$ cat src/common/pmcrc_defs.vh
// Constants for the program memory checksum register set and its debug link.
// Included by the top-level design file and the testbench; holds definitions only.
`ifndef PMCRC_DEFS_VH
`define PMCRC_DEFS_VH

// Debug-link register addresses
`define PMCRC_ADDR_BYTE_ZERO  8'hA9
`define PMCRC_ADDR_BYTE_ONE   8'hAA
`define PMCRC_ADDR_BYTE_TWO   8'hAB
`define PMCRC_ADDR_BYTE_THREE 8'hAC

// Reset value of every result byte
`define PMCRC_BYTE_RESET      8'h00

// Whole-memory checksum start address and block checksum geometry
`define PMCRC_FULL_START      16'h0000
`define PMCRC_BLOCK_LOW_BYTE  8'h00
`define PMCRC_BLOCK_BYTES     17'h00100

// Default program memory size in bytes and checksum seeds and polynomials
`define PMCRC_MEM_BYTES       17'h04000
`define PMCRC_POLY32          32'h04C11DB7
`define PMCRC_SEED32          32'hFFFFFFFF
`define PMCRC_POLY16          16'h1021
`define PMCRC_SEED16          16'hFFFF

// Link frame layout: start bit, direction bit, 8 address bits, 8 data bits
`define PMCRC_FIELD_BITS      4'h8

`endif

$ cat src/rtl/pmcrc_sync.v
// Two-flop synchroniser for one pin level.
// Assumes the input is asynchronous to ref_clk; only the second flop is read.
`timescale 1ns/1ps

module pmcrc_sync #(
   parameter [0:0] RESET_LEVEL = 1'b0
) (
   ref_clk,
   rst,
   pin_in,
   level_q
);
   input  wire ref_clk;
   input  wire rst;
   input  wire pin_in;
   output reg  level_q;

   reg         meta_q;

   // First flop feeds only the second one; reset to the pin's idle level so no
   // false edge or false level follows reset
   always @(posedge ref_clk or posedge rst) begin
      if (rst) begin
         meta_q  <= RESET_LEVEL;
         level_q <= RESET_LEVEL;
      end else begin
         meta_q  <= pin_in;
         level_q <= meta_q;
      end
   end
endmodule // pmcrc_sync

$ cat src/rtl/pmcrc_top.v
// Program memory checksum registers reached over the two-wire debug link.
// Assumes a byte-wide program memory read port answering one cycle after a read strobe,
// and a halt request from the debug controller on ref_clk.
`timescale 1ns/1ps
`include "pmcrc_defs.vh"

module pmcrc_top #(
   parameter        ADDR_W    = 16,
   parameter [16:0] MEM_BYTES = `PMCRC_MEM_BYTES
) (
   ref_clk,
   rst,
   halt_request,
   debug_link_clock_pin,
   debug_link_data_pin_in,
   debug_link_data_pin_out,
   debug_link_data_pin_oe,
   core_stall,
   pin_reset_request,
   checksum_busy,
   mem_addr,
   mem_rd,
   mem_rdata
);
   input  wire              ref_clk;
   input  wire              rst;
   input  wire              halt_request;
   input  wire              debug_link_clock_pin;
   input  wire              debug_link_data_pin_in;
   output reg               debug_link_data_pin_out;
   output reg               debug_link_data_pin_oe;
   output reg               core_stall;
   output reg               pin_reset_request;
   output reg               checksum_busy;
   output reg  [ADDR_W-1:0] mem_addr;
   output reg               mem_rd;
   input  wire [7:0]        mem_rdata;

   // Link frame states
   localparam [2:0] L_IDLE = 3'd0;
   localparam [2:0] L_DIR  = 3'd1;
   localparam [2:0] L_ADDR = 3'd2;
   localparam [2:0] L_WDAT = 3'd3;
   localparam [2:0] L_RDAT = 3'd4;
   // Checksum engine states
   localparam [1:0] C_IDLE  = 2'd0;
   localparam [1:0] C_ISSUE = 2'd1;
   localparam [1:0] C_WAIT  = 2'd2;
   localparam [1:0] C_ACC   = 2'd3;

   wire        clk_lvl;
   wire        dat_lvl;
   reg         clk_prev_q;
   reg  [2:0]  lst_q;
   reg  [3:0]  bit_cnt_q;
   reg         dir_write_q;
   reg  [7:0]  addr_sh_q;
   reg  [7:0]  dat_sh_q;
   reg  [7:0]  rd_sh_q;
   reg  [7:0]  byte0_q;
   reg  [7:0]  byte1_q;
   reg  [7:0]  byte2_q;
   reg  [7:0]  byte3_q;
   reg  [1:0]  cst_q;
   reg         wide_q;
   reg  [16:0] left_q;
   reg  [31:0] crc_q;
   reg  [7:0]  rd_mux;
   reg         wr_pulse;
   reg  [7:0]  wr_addr;
   reg  [7:0]  wr_data;
   wire        link_rise;

   // Both link pins go through two flops; the clock pin idles high as a released reset
   pmcrc_sync #(.RESET_LEVEL(1'b1)) u_sync_clk (
      .ref_clk (ref_clk),
      .rst     (rst),
      .pin_in  (debug_link_clock_pin),
      .level_q (clk_lvl)
   );
   pmcrc_sync u_sync_dat (
      .ref_clk (ref_clk),
      .rst     (rst),
      .pin_in  (debug_link_data_pin_in),
      .level_q (dat_lvl)
   );

   assign link_rise = core_stall && clk_lvl && !clk_prev_q;

   // MSB-first checksum of one byte, non-reflected
   function [31:0] crc32_byte;
      input [31:0] c;
      input [7:0]  d;
      integer      i;
      reg   [31:0] r;
      begin
         r = c;
         for (i = 7; i >= 0; i = i - 1)
            r = (r[31] ^ d[i]) ? ({r[30:0], 1'b0} ^ `PMCRC_POLY32) : {r[30:0], 1'b0};
         crc32_byte = r;
      end
   endfunction

   function [15:0] crc16_byte;
      input [15:0] c;
      input [7:0]  d;
      integer      i;
      reg   [15:0] r;
      begin
         r = c;
         for (i = 7; i >= 0; i = i - 1)
            r = (r[15] ^ d[i]) ? ({r[14:0], 1'b0} ^ `PMCRC_POLY16) : {r[14:0], 1'b0};
         crc16_byte = r;
      end
   endfunction

   // Read data for the addressed result byte; unmapped addresses read zero
   always @* begin
      case (addr_sh_q)
         `PMCRC_ADDR_BYTE_ZERO:  rd_mux = byte0_q;
         `PMCRC_ADDR_BYTE_ONE:   rd_mux = byte1_q;
         `PMCRC_ADDR_BYTE_TWO:   rd_mux = byte2_q;
         `PMCRC_ADDR_BYTE_THREE: rd_mux = byte3_q;
         default:                rd_mux = 8'h00;
      endcase
   end

   // Halt gating of the shared pins; outside halt the clock pin is the active-low reset
   always @(posedge ref_clk or posedge rst) begin
      if (rst) begin
         core_stall        <= 1'b0;
         pin_reset_request <= 1'b0;
         clk_prev_q        <= 1'b1;
      end else begin
         core_stall        <= halt_request;
         pin_reset_request <= !halt_request && !clk_lvl;
         clk_prev_q        <= clk_lvl;
      end
   end

   // Link framing: start bit 1, direction (1 = write), address, then data
   always @(posedge ref_clk or posedge rst) begin
      if (rst) begin
         lst_q                   <= L_IDLE;
         bit_cnt_q               <= 4'h0;
         dir_write_q             <= 1'b0;
         addr_sh_q               <= 8'h00;
         dat_sh_q                <= 8'h00;
         rd_sh_q                 <= 8'h00;
         debug_link_data_pin_out <= 1'b0;
         debug_link_data_pin_oe  <= 1'b0;
         wr_pulse                <= 1'b0;
         wr_addr                 <= 8'h00;
         wr_data                 <= 8'h00;
      end else begin
         wr_pulse <= 1'b0;
         if (!core_stall) begin
            // Leaving halt abandons any frame and frees the data pin
            lst_q                  <= L_IDLE;
            debug_link_data_pin_oe <= 1'b0;
         end else if (link_rise) begin
            case (lst_q)
               L_IDLE: begin
                  if (dat_lvl)
                     lst_q <= L_DIR;
               end
               L_DIR: begin
                  dir_write_q <= dat_lvl;
                  bit_cnt_q   <= 4'h0;
                  lst_q       <= L_ADDR;
               end
               L_ADDR: begin
                  addr_sh_q <= {addr_sh_q[6:0], dat_lvl};
                  bit_cnt_q <= bit_cnt_q + 4'h1;
                  if (bit_cnt_q == `PMCRC_FIELD_BITS - 4'h1) begin
                     bit_cnt_q <= 4'h0;
                     lst_q     <= dir_write_q ? L_WDAT : L_RDAT;
                  end
               end
               L_WDAT: begin
                  dat_sh_q  <= {dat_sh_q[6:0], dat_lvl};
                  bit_cnt_q <= bit_cnt_q + 4'h1;
                  if (bit_cnt_q == `PMCRC_FIELD_BITS - 4'h1) begin
                     wr_pulse <= 1'b1;
                     wr_addr  <= addr_sh_q;
                     wr_data  <= {dat_sh_q[6:0], dat_lvl};
                     lst_q    <= L_IDLE;
                  end
               end
               L_RDAT: begin
                  // First edge loads the byte and drives bit 7; the next seven edges shift, the ninth releases the pin
                  bit_cnt_q <= bit_cnt_q + 4'h1;
                  if (bit_cnt_q == 4'h0) begin
                     rd_sh_q                 <= {rd_mux[6:0], 1'b0};
                     debug_link_data_pin_out <= rd_mux[7];
                     debug_link_data_pin_oe  <= 1'b1;
                  end else if (bit_cnt_q == `PMCRC_FIELD_BITS) begin
                     debug_link_data_pin_oe <= 1'b0;
                     lst_q                  <= L_IDLE;
                  end else begin
                     rd_sh_q                 <= {rd_sh_q[6:0], 1'b0};
                     debug_link_data_pin_out <= rd_sh_q[7];
                  end
               end
               default: lst_q <= L_IDLE;
            endcase
         end
      end
   end

   // Register writes and the checksum engine; writes are ignored while busy so a
   // running checksum cannot be corrupted halfway
   always @(posedge ref_clk or posedge rst) begin
      if (rst) begin
         byte0_q       <= `PMCRC_BYTE_RESET;
         byte1_q       <= `PMCRC_BYTE_RESET;
         byte2_q       <= `PMCRC_BYTE_RESET;
         byte3_q       <= `PMCRC_BYTE_RESET;
         cst_q         <= C_IDLE;
         wide_q        <= 1'b0;
         left_q        <= 17'h00000;
         crc_q         <= 32'h00000000;
         mem_addr      <= {ADDR_W{1'b0}};
         mem_rd        <= 1'b0;
         checksum_busy <= 1'b0;
      end else begin
         case (cst_q)
            C_IDLE: begin
               mem_rd <= 1'b0;
               if (wr_pulse) begin
                  case (wr_addr)
                     `PMCRC_ADDR_BYTE_ZERO: begin
                        byte0_q       <= wr_data;
                        wide_q        <= 1'b0;
                        crc_q         <= {16'h0000, `PMCRC_SEED16};
                        mem_addr      <= {wr_data, `PMCRC_BLOCK_LOW_BYTE};
                        left_q        <= `PMCRC_BLOCK_BYTES;
                        checksum_busy <= 1'b1;
                        cst_q         <= C_ISSUE;
                     end
                     `PMCRC_ADDR_BYTE_ONE: begin
                        byte1_q       <= wr_data;
                        wide_q        <= 1'b1;
                        crc_q         <= `PMCRC_SEED32;
                        mem_addr      <= `PMCRC_FULL_START;
                        left_q        <= MEM_BYTES;
                        checksum_busy <= 1'b1;
                        cst_q         <= C_ISSUE;
                     end
                     `PMCRC_ADDR_BYTE_TWO:   byte2_q <= wr_data;
                     `PMCRC_ADDR_BYTE_THREE: byte3_q <= wr_data;
                     default: ;
                  endcase
               end
            end
            C_ISSUE: begin
               mem_rd <= 1'b1;
               cst_q  <= C_WAIT;
            end
            C_WAIT: begin
               mem_rd <= 1'b0;
               cst_q  <= C_ACC;
            end
            C_ACC: begin
               left_q   <= left_q - 17'h00001;
               mem_addr <= mem_addr + {{(ADDR_W-1){1'b0}}, 1'b1};
               if (wide_q)
                  crc_q <= crc32_byte(crc_q, mem_rdata);
               else
                  crc_q <= {16'h0000, crc16_byte(crc_q[15:0], mem_rdata)};
               if (left_q == 17'h00001) begin
                  checksum_busy <= 1'b0;
                  cst_q         <= C_IDLE;
                  if (wide_q) begin
                     {byte3_q, byte2_q, byte1_q, byte0_q} <= crc32_byte(crc_q, mem_rdata);
                  end else begin
                     {byte1_q, byte0_q} <= crc16_byte(crc_q[15:0], mem_rdata);
                  end
               end else begin
                  cst_q <= C_ISSUE;
               end
            end
            default: cst_q <= C_IDLE;
         endcase
      end
   end
endmodule // pmcrc_top

$ cat config.mk
export PLATFORM = sky130hd
export DESIGN_NAME = pmcrc_top
export DESIGN_NICKNAME = d
export VERILOG_FILES = /design/src/rtl/pmcrc_sync.v /design/src/rtl/pmcrc_top.v
export VERILOG_INCLUDE_DIRS = /design/src /design/src/common
export SDC_FILE = /design/constraint.sdc
export NUM_CORES = 1
export LEC_CHECK = 0
export CAP_MARGIN = 20
export CORE_MARGIN = 1
export CORE_UTILIZATION = 30
export CTS_BUF_LIST = sky130_fd_sc_hd__clkbuf_8
export DETAILED_ROUTE_END_ITERATION = 8
export DONT_BUFFER_PORTS = 1
export GPL_TIMING_DRIVEN = 0
export PLACE_DENSITY = 0.52
export SLEW_MARGIN = 20
export SYNTH_ARGS = -nofsm -noshare
export SYNTH_HDL_FRONTEND = slang
export SYNTH_HIERARCHICAL = 1
export SYNTH_SLANG_ARGS = --single-unit
$ cat constraint.sdc
create_clock -name ref_clk -period 6.87 [get_ports ref_clk]
set_clock_uncertainty 0.15 [all_clocks]
set_input_delay 0.3435 -clock ref_clk [delete_from_list [all_inputs] [get_ports ref_clk]]
set_output_delay 0.3435 -clock ref_clk [all_outputs]
set_load 0.05 [all_outputs]
==> run metrics, run 1 <==
status completed; Synth area leader dfrtp_1; detailed-route wire length around 22000 µm; worst-case clock buffer depth 2; TNS Setup 0 ps; initial drt markers about 540; setup violators final 0; Final Hold Fails 0; number of flops mapped to enable cells by yosys 0; count leader, synth dfrtp_1; Final Instance Area ~0.0093 mm²; CP endpoint kind flop; Critical Path RT ~7000 ps; Post-Place Cells 1221; Leak 3.82 nW; crit start category flop; CTS H-tree depth 4; CP arrival 3860 ps; Die Width roughly 170 µm; CTS Root Buffer Type clkbuf_8; CTS tree yes; Sink Count 158; Synth Net Count 869; hpwl dp approximately 16000 µm; clock latency on the worst-skew pair about 480 ps; initial antenna violation count 0; synth cell count leaders dfrtp_1 (155), nor2_1 (99), nand2_1 (88); CTS buffer count 17; initial core utilization a little under a third; post-layout minimum cycle time 3650 ps; max-cap violations 0; Vias 6149; vias in the first global route roughly 6300; Remaining DRCs 0; Net count, final 894; largest net degree at the start of global routing 93; CTS clock-pin slew for the worst setup and hold paths 100 ps; area grow syn2layout 10.9%; antenna fix cells 0; Max-slew headroom 34.0%; IO buf count 0; Max Fclk 274 MHz; total gr overflow 0; max-slew violations 0; Final GP Congestion about 0.89; Antenna Nets Post-Route 0; first-pass GRT wire length 36600 µm; CTS Hold Bufs 5; crit-path max FO 10; GRT Total Usage 16.7%; Synth Warn # 6; Placed Area between 0.008 and 0.009 mm²; Core Util, Final 34.2%; Rows 60; synthesized cell area 0.00837 mm²; Synth Register Bits 158; DRT Pass-1 Iters 5; share of cells above drive strength 1 11.9%; final non-filler cell total approximately 1300; full die area about 0.029 mm²; ys flop type dfrtp_1; Routed WL per cell 17.7 µm; WHS 156 ps; fin crit share 53.1%; Post-Syn Instances 848; RSZ-0062 raised after global routing no; Post-CTS Resized 0; Yosys top cell area share 46.3%; vias per cell 4.89; Hold Crit Class input port to asynchronous set/reset pin; die height 169 µm; post-synthesis sequential area ratio a little under half; Slew @ Worst Pin slightly below 1000 ps; VDD IR-drop max roughly 0.11 mV; ranking of synthesized cells by area dfrtp_1 (46%), xnor2_1 (8.3%), mux2_2 (7.0%); Syn Area/Cell about 10 µm²; Post-CTS Setup Inserts 0; I/O Pins 35; asr flop ratio synth 100%; Crit Path Class flop to flop; Netlist cell types 57; PD cells a little under 200 mW/mm²; core area approximately 0.027 mm²
worst max-delay path, cell delays in order (launching register included):
cell	delay [ps]
dfrtp_1	710
nand3b_1	320
nor2_1	300
and3_1	190
clkbuf_1	400
nor3b_1	230
clkbuf_1	410
clkbuf_1	440
mux2_2	400
cells in the final DEF (no fill, tap or decap), types with 15 or more instances in the layout:
cell type / synthesis / final
xnor2_1: 79 / 79
mux2_2: 52 / 52
nand2_1: 88 / 88
dfrtp_1: 155 / 155
o21ai_0: 44 / 44
nor2_1: 99 / 99
clkbuf_8: 1 / 18
inv_1: 16 / 15
a21oi_1: 58 / 58
clkbuf_1: 26 / 26
xor2_1: 23 / 23
nand3_1: 27 / 27
report_power, final:
part	switching [mW]	internal, mW	leakage, nW	total (mW)
Sequential	0.0118	0.940	1.97	0.951
Combinational	0.104	0.0701	1.65	0.174
Clock	0.412	0.263	0.192	0.675
Total	0.527	1.27	3.82	1.80
metrics by stage:
stage          setup slack, ps  total power [mW]
2_1_floorplan             2230              1.10
3_3_place_gp               162              1.14
3_5_place_dp              3170              1.14
4_1_cts                   3160              1.82
5_1_grt                   2820              1.88
6_report                  3220              1.80
cells by family (layout without fill, tap and decap cells):
kind of cell    after synthesis  after routing  share of synthesized area, %
compound gates              171            171                          12.8
xor+xnor                    107            107                          12.0
fa+ha+maj                     8              8                          1.20
buf+inv                      53             91                          2.54
flops                       158            158                          47.3
mux                          63             63                          8.31
simple gates                288            288                          15.9
sequential cells by signal (all words and copies together) (netlist names), 8 cells and up:
register / flops
byte0_q: 8
mem_addr: 16
crc_q: 32
addr_sh_q: 8
byte3_q: 8
wr_data: 8
byte2_q: 8
wr_addr: 8
left_q: 17
byte1_q: 8
cell type report:
class | count | area, µm²
timing repair buffer | 6 | 77.6
clock inverter | 15 | 129
inverter | 16 | 67.6
tap | 372 | 465
sequential | 158 | 3960
multi-input combinational | 637 | 4200
clock buffer | 17 | 234
buffer | 37 | 153
fill | 2862 | 17900
path summary, 6_finish.rpt:
check                                      to  slack, ps  cells after the start               from
min reg2reg                u_sync_clk/level_q        210                      0  u_sync_clk/meta_q
min                         u_sync_dat/meta_q        160                      2                rst
max in group asynchronous         mem_addr[3]       5440                      3                rst
min in group ref_clk       u_sync_clk/level_q        210                      0  u_sync_clk/meta_q
max                                wr_data[6]       3220                      8         core_stall
max reg2reg                        wr_data[6]       3220                      8         core_stall
per-layer routing:
metal | global-route usage [%] | part of all wire, % | vias to the layer above
met2 | 26.5 | 46 | 125
met3 | 3.58 | 4.5 | 16
met4 | 4.54 | 1.2 | 0
met5 | 0 | 0 | -
li1 | - | - | 3004
met1 | 23.1 | 48 | 3004
Power figures use the tool's default switching activity.
==> run 2, diff against run 1 <==
--- a/config.mk
+++ b/config.mk
@@ -6,6 +6,7 @@
 export SDC_FILE = /design/constraint.sdc
 export NUM_CORES = 1
 export LEC_CHECK = 0
+export ABC_AREA = 1
 export CAP_MARGIN = 20
 export CORE_MARGIN = 1
 export CORE_UTILIZATION = 30
==> constraint.sdc (replaced) <==
create_clock -name ref_clk -period 3.6 [get_ports ref_clk]
set_clock_uncertainty 0.15 [all_clocks]
set_input_delay 0.18 -clock ref_clk [delete_from_list [all_inputs] [get_ports ref_clk]]
set_output_delay 0.18 -clock ref_clk [all_outputs]
set_load 0.05 [all_outputs]
==> run 2 against run 1 <==
Effect of this change:
- power increased by 100%
- routed wire length rose by 32%
- flip-flop and latch count stayed put
- synthesized area grew 14%
- maximum frequency increased by 38%
- via count is 43% higher
==> run metrics, run 2 <==
final non-filler cell total 1784; hpwl dp 22400 µm; PD cells between 300 and 400 mW/mm²; CP max stage delay 590 ps; Net count, final 1397; Worst setup startpoint cst_q[1]; initial core utilization 30.8%; Final GP Congestion 0.918; VDD IR-drop max between 0.2 and 0.25 mV; asr flop ratio synth 100%; Max-slew headroom a little over half; full die area 0.0324 mm²; Post-CTS Setup Inserts 0; Synth Net Count around 1400; Post-Syn Instances 1346; largest reg by FF count crc_q; share of cells above drive strength 1 under 10%; count leader, synth nand2_1; CTS Hold Bufs 5; Netlist cell types 47; synth cell count leaders nand2_1 (482), dfrtp_1 (155), inv_1 (153); crit start category flop; CTS tree yes; CP endpoint kind flop; Post-Place Cells 1748; Yosys top cell area share roughly two fifths; Critical Path RT between 3000 and 4000 ps; CP cell instances ha_1 > buf_4 > clkbuf_1 > buf_1 > nand3_1 > nand2_1 > nand2_1; CTS H-tree depth 4; IO buf count 0; TNS Setup 0 ps; core area 0.0309 mm²; Largest register FFs 32; total gr overflow 0; antenna fix cells 0; post-layout minimum cycle time 2650 ps; Die Width 180 µm; first-pass GRT wire length 47800 µm; commonest non-fill, non-tap cell in the layout nand2_1; Synth Register Bits approximately 160; most frequent cells in the layout nand2_1 (482), dfrtp_1 (155), inv_1 (152); Vias 8763; crit-path max FO 10; post-synthesis sequential area ratio 41.6%; initial drt markers 565; Max Fclk around 380 MHz; Reg-to-Reg Start cst_q[1]; Leak 5.06 nW; Slew @ Worst Pin between 600 and 700 ps; die height roughly 180 µm; critical path's most frequent cell nand2_1; Routed WL per cell 16.6 µm; RSZ-0062 raised after global routing no; Crit Path Class flop to flop; Syn Area/Cell slightly above 7 µm²; worst-case clock buffer depth 2; I/O Pins 35; synthesized cell area 0.00951 mm²; CTS buffer count 17; setup violators final 0; Synth area leader dfrtp_1; Final Hold Fails 0; biggest regs crc_q x32, left_q x17, mem_addr x16; vias per cell just under 5; Synth Warn # 6; initial antenna violation count 0; max-slew violations 0; status completed; Rows 64; area grow syn2layout 11.7%; fin crit share 73.6%; DRT Pass-1 Iters 7; clock latency on the worst-skew pair 480 ps; Slowest-stage cell, CP buf_1; CTS clock-pin slew for the worst setup and hold paths roughly 90 ps; max-cap violations 0; Antenna Nets Post-Route 0; CP arrival approximately 2900 ps; detailed-route wire length 29500 µm; number of flops mapped to enable cells by yosys 0; GRT Total Usage 19.1%; ranking of synthesized cells by area dfrtp_1 (41%), nand2_1 (19%), o21ai_0 (6.4%); vias in the first global route 8644; CTS Root Buffer Type clkbuf_8; Sink Count 158; ys flop type dfrtp_1; Post-CTS Resized 0; largest net degree at the start of global routing 33; Hold Crit Class input port to asynchronous set/reset pin; Remaining DRCs 0
==> run 2: changes by cell type after synthesis, moves of 39 or more <==
cell	previous run	this run
nand2_1	88	482
o21ai_0	44	122
xnor2_1	79	13
nand3_1	27	95
mux2_2	52	0
inv_1	16	153
a21oi_1	58	19
==> run 2: cell type report <==
class,instances,area [µm²]
well taps,396,495
flip-flops and latches,158,3960
inverters,155,586
fillers,3395,20300
multi-input cells,995,4770
plain buffers,38,205
clock inverters,12,161
repair buffers,11,193
clock buffers,19,262
==> run 2: cells by family after synthesis <==
group                      share of synthesized area, %
buffers and inverters                              8.27
DFF                                                41.6
and+or+nand+nor                                    34.1
adders and majority gates                          1.05
xor gates and xnor gates                           4.33
AOI/OAI and AO/OA                                  10.6
==> run 2: per-layer routing <==
metal	wire, µm	vias to the layer above	part of all wire (%)	track usage [%]
met5	0	-	0	0
met2	13200	224	45	30.3
met1	13800	4158	47	26.0
met4	756	0	2.6	6.77
li1	-	4336	-	-
met3	1770	45	6.0	3.35
==> run 2: path summary, 6_finish.rpt <==
check / endpoint / cells past startpoint / slack [ps]
worst min register to register: u_sync_dat/level_q / 0 / 220
worst min-delay path: dat_sh_q[3] / 2 / 70
worst max register to register: byte1_q[2] / 7 / 950
max in group asynchronous: left_q[6] / 6 / 2200
min in group ref_clk: byte0_q[6] / 6 / 70
worst max-delay path: byte1_q[2] / 7 / 950
==> run 2: where the power goes <==
| group | switching, mW | internal, mW |
|---|---|---|
| logic | 0.245 | 0.102 |
| clock network | 0.740 | 0.726 |
| registers | 0.0307 | 1.81 |
==> run 2: through the flow <==
step                      power, mW  util, %  hold slack (ps)  cell area [µm²]  worst slack, ps
final                          3.65     34.4             66.4            10600              949
after global routing           3.81     34.4             79.9            10600              829
after CTS                      3.68     34.4             54.7            10600              957
after detailed placement       2.21     32.8             -222            10200              979
after global placement         2.19     32.4             -225            10000              236
after floorplan                2.11        -             -229             9520             1330
==> run 2: critical path: cells and delay by family, from the launching register on <==
family                     cells  cell delay (ps)
buffers and inverters          3             1300
DFF                            1              400
adders and majority gates      1              160
and+or+nand+nor                3              540
